<file path="src/shared/sfpi_params.svh">
// offsets, field positions, reset values and counts of the serial flash pin interface
`ifndef SFPI_PARAMS_SVH
`define SFPI_PARAMS_SVH
// apb register byte offsets
`define SFPI_OFS_CTRL 8'h00
`define SFPI_OFS_PROT 8'h04
`define SFPI_OFS_TXDATA 8'h08
`define SFPI_OFS_RXDATA 8'h0c
`define SFPI_OFS_STATE 8'h10
`define SFPI_OFS_RANGE 8'h14
`define SFPI_OFS_TARGET 8'h18
`define SFPI_OFS_MAP 8'h1c
// control register fields
`define SFPI_CTRL_LANE_LSB 0
`define SFPI_CTRL_DIR_BIT 2
`define SFPI_CTRL_CLR_BIT 3
// protect register fields (copies of status register one/two bits)
`define SFPI_PROT_STATUS_PROTECT_BIT_ZERO_BIT 0
`define SFPI_PROT_STATUS_PROTECT_BIT_ONE_BIT 1
`define SFPI_PROT_QE_BIT 2
`define SFPI_PROT_CMP_BIT 3
// range register fields
`define SFPI_RANGE_LO_LSB 0
`define SFPI_RANGE_HI_LSB 16
// map register fields
`define SFPI_MAP_SECTOR_LSB 0
`define SFPI_MAP_HALF_LSB 12
`define SFPI_MAP_BLOCK_LSB 20
`define SFPI_MAP_ARRAY_BIT 31
// array address layout
`define SFPI_ADDR_TOP 20
`define SFPI_SECTOR_LSB 12
`define SFPI_HALF_LSB 15
`define SFPI_BLOCK_LSB 16
// reset values
`define SFPI_RST_TXDATA 8'hff
`define SFPI_RST_RANGE_HI 9'h1ff
// bits per serial byte
`define SFPI_BYTE_BITS 4'h8
`endif

</file>
<file path="src/shared/sfpi_pkg.sv">
// types shared by the serial flash pin interface
package sfpi_pkg;
  // link state, one-hot
  typedef enum logic [3:0] {
    SFPI_WAIT = 4'h1,
    SFPI_IDLE = 4'h2,
    SFPI_ACTIVE = 4'h4,
    SFPI_PAUSE = 4'h8
  } sfpi_link_type;
  // lane setting written by software
  typedef enum logic [1:0] {
    SFPI_LANE1 = 2'h0,
    SFPI_LANE2 = 2'h1,
    SFPI_LANE4 = 2'h2
  } sfpi_lane_type;
endpackage : sfpi_pkg

</file>
<file path="src/verilog/sfpi_sync.sv">
// two flip-flop synchroniser for pin inputs
`timescale 1ns/1ns
`default_nettype none
module sfpi_sync #(
  parameter int WIDTH = 6
) (
  // clock and reset
  input wire logic mclk,
  input wire logic srst,
  // pins and synchronised copies
  input wire logic [WIDTH-1:0] async_in,
  output logic [WIDTH-1:0] sync_out
);
  // both stages; first is read only by the second
  typedef struct packed {
    logic [WIDTH-1:0] first;
    logic [WIDTH-1:0] second;
  } sfpi_sync_state_type;

  sfpi_sync_state_type cur;
  sfpi_sync_state_type next_cur;

  // shift the pins through two stages
  always_comb begin
    next_cur = cur;
    next_cur.first = async_in;
    next_cur.second = cur.first;
  end

  // register the stages
  always_ff @(posedge mclk) begin
    if (srst) begin
      cur <= '0;
    end else begin
      cur <= next_cur;
    end
  end

  assign sync_out = cur.second;
endmodule : sfpi_sync
`default_nettype wire

</file>
<file path="src/verilog/sfpi_addr_map.sv">
// splits a 24-bit array address into block, half-block and sector indices
`timescale 1ns/1ns
`default_nettype none
`include "sfpi_params.svh"
module sfpi_addr_map (
  // address in
  input wire logic [23:0] addr,
  // indices out
  output logic [4:0] block_idx,
  output logic [5:0] half_idx,
  output logic [8:0] sector_idx,
  output logic in_array
);
  // field between the array top bit and a given low bit
  function automatic logic [8:0] sfpi_field(input logic [23:0] a, input int lsb);
    logic [20:0] low;
    low = a[`SFPI_ADDR_TOP:0];
    return 9'(low >> lsb);
  endfunction : sfpi_field

  // 4 KB sectors, eight per half block, sixteen per block
  assign sector_idx = sfpi_field(addr, `SFPI_SECTOR_LSB);
  assign half_idx = 6'(sfpi_field(addr, `SFPI_HALF_LSB));
  assign block_idx = 5'(sfpi_field(addr, `SFPI_BLOCK_LSB));
  // array spans 000000h to 1fffffh only
  assign in_array = (addr[23:21] == 3'h0);
endmodule : sfpi_addr_map
`default_nettype wire

</file>
<file path="src/verilog/sfpi_top.sv">
// serial flash pin interface: select, pause, protect and lane shifting
// Overview of operation
// - deselected: inputs ignored, outputs high impedance
// - standby when deselected and no operation busy
// - first instruction only after select falling edge
// - capture input bits on clock rising edge
// - change output bits after clock falling edge
// - dual/quad: lines zero, one bidirectional
// - protect pin low, bits 0/1: reject writes
// - hardware protect blocks protected region modification
// - quad enable disables protect, pin is data
// - pause only without quad enable
// - pause starts with clock low
// - pause ends with clock low
// - pause leaves internal operations running
// - 512 sectors of 4 KB, half/blocks
// - clock modes 0 and 3 both work
// - paused: output high impedance, inputs ignored
// - deselect while paused resets interface
`timescale 1ns/1ns
`default_nettype none
`include "sfpi_params.svh"
module sfpi_top
  import sfpi_pkg::*;
(
  // clock and reset
  input wire logic mclk,
  input wire logic srst,
  // apb slave
  input wire logic psel,
  input wire logic penable,
  input wire logic pwrite,
  input wire logic [7:0] paddr,
  input wire logic [31:0] pwdata,
  output logic [31:0] prdata,
  output logic pready,
  output logic pslverr,
  // flash pins from the host
  input wire logic chip_select_n,
  input wire logic serial_clock,
  input wire logic data_line_zero_in,
  output logic data_line_zero_out,
  output logic data_line_zero_oe,
  input wire logic data_line_one_in,
  output logic data_line_one_out,
  output logic data_line_one_oe,
  input wire logic data_line_two_in,
  output logic data_line_two_out,
  output logic data_line_two_oe,
  input wire logic data_line_three_in,
  output logic data_line_three_out,
  output logic data_line_three_oe,
  // internal core status
  input wire logic op_busy,
  output logic standby,
  output logic link_active,
  output logic hw_protected,
  output logic modify_blocked
);
  ////////////////////////////////////////////////////////////////////////////
  // state
  typedef struct packed {
    sfpi_link_type link;  // link state
    logic cs_prev;  // select one cycle ago
    logic sclk_prev;  // serial clock one cycle ago
    logic rise_seen;  // a rising edge happened in this frame
    sfpi_lane_type lanes;  // lane setting
    logic dir_tx;  // device drives data
    logic status_protect_bit_zero;  // status_protect_bit_zero
    logic status_protect_bit_one;  // status_protect_bit_one
    logic qe;  // quad_enable_bit
    logic cmp;  // complement_protect_bit
    logic [7:0] tx_data;  // next byte to send
    logic [7:0] rx_data;  // last byte received
    logic rx_valid;  // sticky byte-received flag
    logic wr_rejected;  // sticky rejected protect write
    logic [8:0] prot_lo;  // first protected sector
    logic [8:0] prot_hi;  // last protected sector
    logic [23:0] target;  // address under test
    logic [7:0] rx_shift;  // receive shifter
    logic [3:0] rx_cnt;  // bits received in byte
    logic [7:0] tx_shift;  // transmit shifter, current bits on top
    logic [3:0] tx_cnt;  // bits sent in byte
    logic [31:0] prdata;  // read data
    logic pslverr;  // unmapped access
  } sfpi_state_type;

  sfpi_state_type cur;
  sfpi_state_type next_cur;

  ////////////////////////////////////////////////////////////////////////////
  // pin synchronisers
  logic [5:0] pins_sync;
  sfpi_sync #(.WIDTH(6)) u_sync (
    .mclk(mclk),
    .srst(srst),
    .async_in({chip_select_n, serial_clock, data_line_three_in, data_line_two_in,
               data_line_one_in, data_line_zero_in}),
    .sync_out(pins_sync)
  );
  logic s_cs_n;  // synchronised select
  logic s_sclk;  // synchronised serial clock
  logic [3:0] s_d;  // synchronised data lines
  assign s_cs_n = pins_sync[5];
  assign s_sclk = pins_sync[4];
  assign s_d = pins_sync[3:0];

  ////////////////////////////////////////////////////////////////////////////
  // address map of the target register
  logic [4:0] map_block;
  logic [5:0] map_half;
  logic [8:0] map_sector;
  logic map_in_array;
  sfpi_addr_map u_map (
    .addr(cur.target),
    .block_idx(map_block),
    .half_idx(map_half),
    .sector_idx(map_sector),
    .in_array(map_in_array)
  );

  ////////////////////////////////////////////////////////////////////////////
  // functions
  // active lane count; quad falls back to single without quad enable
  function automatic logic [3:0] sfpi_width(input sfpi_lane_type l, input logic q);
    case (l)
      SFPI_LANE2: return 4'h2;
      SFPI_LANE4: return q ? 4'h4 : 4'h1;
      default: return 4'h1;
    endcase
  endfunction : sfpi_width

  // shift received lanes in, msb first
  function automatic logic [7:0] sfpi_shift_in(input logic [7:0] s, input logic [3:0] d,
                                               input logic [3:0] w);
    case (w)
      4'h1: return {s[6:0], d[0]};
      4'h2: return {s[5:0], d[1:0]};
      default: return {s[3:0], d};
    endcase
  endfunction : sfpi_shift_in

  // decoded apb offsets
  function automatic logic sfpi_mapped(input logic [7:0] a);
    case (a)
      `SFPI_OFS_CTRL, `SFPI_OFS_PROT, `SFPI_OFS_TXDATA, `SFPI_OFS_RXDATA,
      `SFPI_OFS_STATE, `SFPI_OFS_RANGE, `SFPI_OFS_TARGET, `SFPI_OFS_MAP: return 1'b1;
      default: return 1'b0;
    endcase
  endfunction : sfpi_mapped

  ////////////////////////////////////////////////////////////////////////////
  // derived levels
  logic [3:0] lw;  // active lane width
  logic rise;  // serial clock rising
  logic fall;  // serial clock falling
  logic cs_fall;  // select falling
  logic pause_n;  // effective pause pin, high when not pausing
  logic in_region;  // target inside the selected region
  logic apb_wr;  // mapped write in access phase
  logic rx_en;  // receiving allowed
  logic drive;  // device drives data lines
  assign lw = sfpi_width(cur.lanes, cur.qe);
  // edges found from the sampled clock
  assign rise = s_sclk && !cur.sclk_prev;
  assign fall = !s_sclk && cur.sclk_prev;
  assign cs_fall = !s_cs_n && cur.cs_prev;
  // pause pin is pure data with quad enable
  assign pause_n = cur.qe ? 1'b1 : s_d[3];
  // protect pin disabled with quad enable
  assign hw_protected = !cur.qe && !s_d[2] && cur.status_protect_bit_zero && !cur.status_protect_bit_one;
  assign in_region = map_in_array && ((map_sector >= cur.prot_lo && map_sector <= cur.prot_hi) ^ cur.cmp);
  assign modify_blocked = hw_protected && in_region;
  assign apb_wr = psel && penable && pwrite && sfpi_mapped(paddr);
  // in multi-lane send the lines carry our own data, so do not receive
  assign rx_en = !cur.dir_tx || (lw == 4'h1);

  ////////////////////////////////////////////////////////////////////////////
  // next state
  always_comb begin
    logic frame_start;
    logic [3:0] cnt;
    logic [31:0] rd;
    frame_start = 1'b0;
    cnt = 4'h0;
    rd = 32'h0;
    next_cur = cur;
    next_cur.cs_prev = s_cs_n;
    next_cur.sclk_prev = s_sclk;
    // read data is captured in the setup phase, so it is a flop in access
    if (psel && !penable) begin
      case (paddr)
        `SFPI_OFS_CTRL: rd = {29'h0, cur.dir_tx, cur.lanes};
        `SFPI_OFS_PROT: rd = {28'h0, cur.cmp, cur.qe, cur.status_protect_bit_one, cur.status_protect_bit_zero};
        `SFPI_OFS_TXDATA: rd = {24'h0, cur.tx_data};
        `SFPI_OFS_RXDATA: rd = {24'h0, cur.rx_data};
        `SFPI_OFS_STATE: rd = {24'h0, modify_blocked, cur.wr_rejected, hw_protected,
                               cur.rx_valid, cur.link};
        `SFPI_OFS_RANGE: rd = {7'h0, cur.prot_hi, 7'h0, cur.prot_lo};
        `SFPI_OFS_TARGET: rd = {8'h0, cur.target};
        `SFPI_OFS_MAP: rd = {map_in_array, 6'h0, map_block, 2'h0, map_half, 3'h0, map_sector};
        default: rd = 32'h0;
      endcase
      next_cur.prdata = rd;
      next_cur.pslverr = !sfpi_mapped(paddr);
    end
    // register writes
    if (apb_wr) begin
      case (paddr)
        `SFPI_OFS_CTRL: begin
          next_cur.lanes = sfpi_lane_type'(pwdata[`SFPI_CTRL_LANE_LSB +: 2]);
          next_cur.dir_tx = pwdata[`SFPI_CTRL_DIR_BIT];
          if (pwdata[`SFPI_CTRL_CLR_BIT]) begin
            next_cur.rx_valid = 1'b0;
            next_cur.wr_rejected = 1'b0;
          end
        end
        `SFPI_OFS_PROT: begin
          // protect bits frozen while hardware protected
          if (hw_protected) begin
            next_cur.wr_rejected = 1'b1;
          end else begin
            next_cur.status_protect_bit_zero = pwdata[`SFPI_PROT_STATUS_PROTECT_BIT_ZERO_BIT];
            next_cur.status_protect_bit_one = pwdata[`SFPI_PROT_STATUS_PROTECT_BIT_ONE_BIT];
            next_cur.qe = pwdata[`SFPI_PROT_QE_BIT];
            next_cur.cmp = pwdata[`SFPI_PROT_CMP_BIT];
          end
        end
        `SFPI_OFS_TXDATA: next_cur.tx_data = pwdata[7:0];
        `SFPI_OFS_RANGE: begin
          // region moves are refused like status writes
          if (hw_protected) begin
            next_cur.wr_rejected = 1'b1;
          end else begin
            next_cur.prot_lo = pwdata[`SFPI_RANGE_LO_LSB +: 9];
            next_cur.prot_hi = pwdata[`SFPI_RANGE_HI_LSB +: 9];
          end
        end
        `SFPI_OFS_TARGET: next_cur.target = pwdata[23:0];
        default: next_cur.target = cur.target;  // read-only offsets
      endcase
    end
    // link state machine
    case (cur.link)
      SFPI_WAIT: begin
        // armed only by a select falling edge after reset
        if (cs_fall) begin
          next_cur.link = SFPI_ACTIVE;
          frame_start = 1'b1;
        end
      end
      SFPI_IDLE: begin
        // select low makes the device active
        if (!s_cs_n) begin
          next_cur.link = SFPI_ACTIVE;
          frame_start = 1'b1;
        end
      end
      SFPI_ACTIVE: begin
        if (s_cs_n) begin
          next_cur.link = SFPI_IDLE;
        end else if (!pause_n && !s_sclk) begin
          // pause starts once the clock is low
          next_cur.link = SFPI_PAUSE;
        end else begin
          // output waits for a rise, so mode 3 first fall is skipped
          if (rise) begin
            next_cur.rise_seen = 1'b1;
            // lines zero and one receive in dual, all four lines in quad
            if (rx_en) begin
              next_cur.rx_shift = sfpi_shift_in(cur.rx_shift, s_d, lw);
              cnt = cur.rx_cnt + lw;
              if (cnt == `SFPI_BYTE_BITS) begin
                next_cur.rx_data = next_cur.rx_shift;
                next_cur.rx_valid = 1'b1;  // set wins over the clear above
                next_cur.rx_cnt = 4'h0;
              end else begin
                next_cur.rx_cnt = cnt;
              end
            end
          end
          // output moves only after a falling edge
          if (fall && cur.rise_seen && cur.dir_tx) begin
            cnt = cur.tx_cnt + lw;
            if (cnt == `SFPI_BYTE_BITS) begin
              next_cur.tx_shift = cur.tx_data;
              next_cur.tx_cnt = 4'h0;
            end else begin
              next_cur.tx_shift = cur.tx_shift << lw;
              next_cur.tx_cnt = cnt;
            end
          end
        end
      end
      SFPI_PAUSE: begin
        // clock and data ignored while paused
        if (s_cs_n) begin
          // deselect during pause drops the partial instruction
          next_cur.link = SFPI_IDLE;
          next_cur.rx_cnt = 4'h0;
          next_cur.tx_cnt = 4'h0;
        end else if (pause_n && !s_sclk) begin
          // pause ends once the clock is low
          next_cur.link = SFPI_ACTIVE;
        end
      end
      default: next_cur.link = SFPI_WAIT;
    endcase
    // new frame: fresh counters, first byte preloaded before any rise
    if (frame_start) begin
      next_cur.rx_cnt = 4'h0;
      next_cur.tx_cnt = 4'h0;
      next_cur.rise_seen = 1'b0;
      next_cur.tx_shift = cur.tx_data;
    end
  end

  ////////////////////////////////////////////////////////////////////////////
  // state register
  always_ff @(posedge mclk) begin
    if (srst) begin
      cur <= '0;
      cur.link <= SFPI_WAIT;
      cur.tx_data <= `SFPI_RST_TXDATA;
      cur.prot_hi <= `SFPI_RST_RANGE_HI;
    end else begin
      cur <= next_cur;
    end
  end

  ////////////////////////////////////////////////////////////////////////////
  // outputs
  // drive only while active and sending
  assign drive = (cur.link == SFPI_ACTIVE) && cur.dir_tx;
  // lanes used for output follow the width
  assign data_line_three_out = cur.tx_shift[7];
  assign data_line_two_out = cur.tx_shift[6];
  assign data_line_one_out = (lw == 4'h4) ? cur.tx_shift[5] : cur.tx_shift[7];
  assign data_line_zero_out = (lw == 4'h4) ? cur.tx_shift[4] : cur.tx_shift[6];
  assign data_line_one_oe = drive;
  assign data_line_zero_oe = drive && (lw != 4'h1);
  assign data_line_two_oe = drive && (lw == 4'h4);
  assign data_line_three_oe = drive && (lw == 4'h4);
  // standby while deselected and idle inside
  // busy is independent of pause, operations keep running
  assign standby = (cur.link == SFPI_WAIT || cur.link == SFPI_IDLE) && !op_busy;
  assign link_active = (cur.link == SFPI_ACTIVE) || (cur.link == SFPI_PAUSE);
  assign prdata = cur.prdata;
  assign pslverr = cur.pslverr;
  assign pready = 1'b1;  // every access completes in one access cycle
endmodule : sfpi_top
`default_nettype wire

</file>
<file path="config.mk">
export PLATFORM = sky130hd
export DESIGN_NAME = sfpi_top
export DESIGN_NICKNAME = d
export VERILOG_FILES = /design/src/shared/sfpi_pkg.sv /design/src/verilog/sfpi_sync.sv /design/src/verilog/sfpi_addr_map.sv /design/src/verilog/sfpi_top.sv
export VERILOG_INCLUDE_DIRS = /design/src /design/src/shared
export SDC_FILE = /design/constraint.sdc
export NUM_CORES = 1
export LEC_CHECK = 0
export ABC_CLOCK_PERIOD_IN_PS = 3400
export BUFFER_PORTS_ARGS = -buffer_cell sky130_fd_sc_hd__buf_2
export CORE_ASPECT_RATIO = 1.2
export CORE_MARGIN = 2
export CORE_UTILIZATION = 58
export CTS_BUF_LIST = sky130_fd_sc_hd__clkbuf_8 sky130_fd_sc_hd__clkbuf_16
export CTS_CLUSTER_SIZE = 28
export DETAILED_ROUTE_END_ITERATION = 10
export GPL_TIMING_DRIVEN = 0
export PLACE_DENSITY = 0.91
export SYNTH_ARGS = -nofsm -noshare
export SYNTH_HDL_FRONTEND = slang
export SYNTH_HIERARCHICAL = 1
export SYNTH_SLANG_ARGS = --single-unit
export TNS_END_PERCENT = 10
</file>
<file path="constraint.sdc">
create_clock -name mclk -period 3.4 [get_ports mclk]
set_input_delay 0.68 -clock mclk [delete_from_list [all_inputs] [get_ports mclk]]
set_output_delay 0.68 -clock mclk [all_outputs]
set_load 0.01 [all_outputs]
</file>
==> run metrics <==
Slew @ Worst Pin=between 1 and 1.5 ns; Diodes inserted=0; WP data arrival=about 2.7 ns; GPL Wtd Cong=0.9531; CTS Hold Buffers Added=0; crit end category=output port; largest cells by area after synthesis=dfxtp_1, buf_4, nand2_1; Synth top area share=37.32%; CP Class=flip-flop to output port; dpl hpwl=approximately 15,000 um; Max-cap violations=0; starting DRC count in detailed routing=between 700 and 800; Congestion Overflow GR=0; final cycle utilization of the critical path=between 90% and 100%; Crit path top cell by count=a21o_1; Leakage=around 0.0037 uW; asr flop ratio synth=0%; Final Setup Violations=0; Max clock buf depth=2; Main synth FF type=dfxtp_1; htree depth=4; worst reg2reg endpoint=cur[104]; pin count of the biggest net entering global routing=17; Power Density=443.2 nW/um2; TritonCTS clock tree=yes; RSZ-0062 raised after global routing=yes; IO Pins=98; Critical Path Start=cur[71]; Overall Global Routing Usage=32.49%; Clock transition at path regs=~0.06 ns; Syn Inst Count=878; Worst path max stage delay=about 0.35 ns; VDD IR-drop max=around 320 uV; critical-path cell list=buf_4 -> ha_1 -> a21o_1 -> a21o_1 -> a2111oi_4 -> nor3b_2 -> or3_1 -> a21oi_2 -> buf_2; Tmin final=between 3 and 4 ns; Final Max Slew Viols=0; register area share after synthesis=37.32%; Routed Wire Length=around 22,000 um; Hold/Removal Path Class=flip-flop to flip-flop; Residual DRC=0; CP Launch Type=flip-flop; clk sink count=136; Inserted Clock Buffers=17; post-route antenna net violation count=0; Fin Clk Skew=between 0.007 and 0.008 ns; Root Driver=clkbuf_16; core box area=around 12,000 um2; share of layout cells above drive strength 1=about a quarter; Post-synth EDFFs=0; Die W=between 100 and 150 um; DIE AREA=between 10,000 and 15,000 um2; Worst-Skew Late Latency=0.43 ns; # port buffers=82; Synth area leader=dfxtp_1; fmax=just under 0.3 GHz; top-count cell post-synth=dfxtp_1; std cell rows=44; Mean Syn Cell Area=roughly 8.3 um2; drt via density=about 6.2; Area Overhead vs Synth=17.68%; post-layout util=~70%; nets@finish=approximately 1,100; critical path data required time=2.72 ns; Synth Register Bits=~140; synthesized area=7294 um2; Synth cell types=between 70 and 80; hold slack=0.4404 ns; first-pass GRT wire length=around 34,000 um; Fin. Hold Viols=0; average routed wire per standard cell=19.11 um; die height=126.9 um; Placed Area=~7900 um2; vias in the first global route=about 6,900; worst-path fanout max=3; initial antenna violation count=0; Slew HR=roughly a fifth; Critical Path Slowest Stage Cell=or3_1; register-to-register setup slack=approximately 0.33 ns; worst hold path cell count=1; synth cell count leaders=dfxtp_1, nand2_1, nor2_1, a21oi_1, buf_4; Setup crit end=modify_blocked; vias=7,147; status=finished clean; reg2reg start=cur[123]; Initial Util=approximately 60%; worst reg-to-reg path cell count=9; fin area=roughly 8600 um2; warnings from Yosys=6; DRT Pass-1 Iters=8
power breakdown:
part           switching [uW]  leakage [uW]  internal, uW
clock                     715      0.000298          1210
combinational             156       0.00227          98.2
sequential               13.1       0.00110          1620
total                     884       0.00367          2920
worst min-delay path by stage:
stage | startpoint | end | slack (ns)
2_1_floorplan | u_sync/cur[6] | u_sync/sync_out[0] | 0.41
3_3_place_gp | u_sync/cur[10] | u_sync/sync_out[4] | 0.42
3_5_place_dp | u_sync/cur[7] | u_sync/sync_out[1] | 0.43
4_1_cts | u_sync/cur[7] | u_sync/sync_out[1] | 0.44
5_1_grt | u_sync/cur[6] | u_sync/sync_out[0] | 0.46
6_report | u_sync/cur[8] | u_sync/sync_out[2] | 0.44
layout make-up:
| cell class | count | area (um2) |
|---|---|---|
| Sequential cell | 136 | 2723 |
| Clock buffer | 20 | 466.7 |
| Fill cell | 854 | 3582 |
| Timing Repair Buffer | 84 | 425.4 |
| Multi-Input combinational cell | 608 | 3840 |
| Tap cell | 161 | 201.4 |
| Inverter | 30 | 112.6 |
| Buffer | 108 | 669.4 |
| Clock inverter | 11 | 146.4 |
worst max-delay path, delay by kind of cell (launching register included):
kind                       cells  cell delay [ns]
buffers and inverters          2             0.33
adders and majority gates      1             0.29
and+or+nand+nor                2             0.45
DFF                            1             0.34
AOI/OAI and AO/OA              4             0.85
logic make-up (layout without fill, tap and decap cells):
kind of cell | count (synthesis) | after routing | synth area share [%]
simple gates | 344 | 344 | 23.81
compound gates | 188 | 188 | 17.51
buf+inv | 139 | 253 | 10.77
flops | 136 | 136 | 37.32
mux | 37 | 37 | 5.094
fa+ha+maj | 26 | 26 | 4.666
xor+xnor | 6 | 6 | 0.7204
other cells | 2 | 7 | 0.1030
flip-flops by register name (all words and copies together) (netlist names):
signal               count
data_line_two_out        1
prdata                  26
data_line_three_out      1
u_sync/cur               6
pslverr                  1
cur                     95
u_sync/sync_out          6
layer usage:
layer  vias up  GRT usage, %  share of wire [%]
met5         -             0                  0
met4         0         26.55                9.0
met3       185         6.886                9.0
met2       492         55.09                 48
met1      3272         34.51                 34
li1       3198             -                  -
timing repair:
action | CTS | global route
endpoints found under the setup margin | 1 | 16
pin swaps | 1 | 3
resized for setup | 5 | 1
buffers inserted | 1 | 1
stage by stage:
step           instances  setup WS (ns)   TNS, ns  power (uW)
6_report            1158        0.02601         0        3805
5_1_grt             1158       -0.02195  -0.02195        3891
4_1_cts             1158        0.01725         0        3794
3_5_place_dp        1126        0.07752         0        1906
3_3_place_gp        1126         0.2110         0        1900
2_1_floorplan        883         0.6321         0        1810
cell usage in the layout, fill, tap and decap left out, types with 4 or more instances in the layout:
cell / synthesis / final
nor3_1: 15 / 15
nand3_1: 14 / 14
a22oi_1: 19 / 19
or3_1: 5 / 5
nand4_1: 4 / 4
a211oi_2: 4 / 4
nor2b_1: 13 / 13
ha_1: 24 / 24
o21ai_1: 4 / 4
a211oi_1: 12 / 12
buf_4: 62 / 64
nor3_2: 4 / 4
dfxtp_1: 136 / 136
nor2b_2: 8 / 8
buf_2: 13 / 95
a21o_1: 5 / 5
clkbuf_16: 0 / 17
nor2_2: 5 / 5
a211o_1: 18 / 18
a31oi_1: 9 / 9
inv_1: 30 / 30
nand2_1: 124 / 124
xnor2_1: 4 / 4
clkbuf_1: 32 / 31
nand2b_1: 13 / 13
a21oi_1: 69 / 68
a222oi_1: 8 / 8
mux2i_1: 36 / 36
o22ai_1: 6 / 6
nor2_1: 101 / 101
o21ai_0: 11 / 11
conb_1: 2 / 7
nand3b_1: 5 / 5
(Power assumes the default switching activity.)
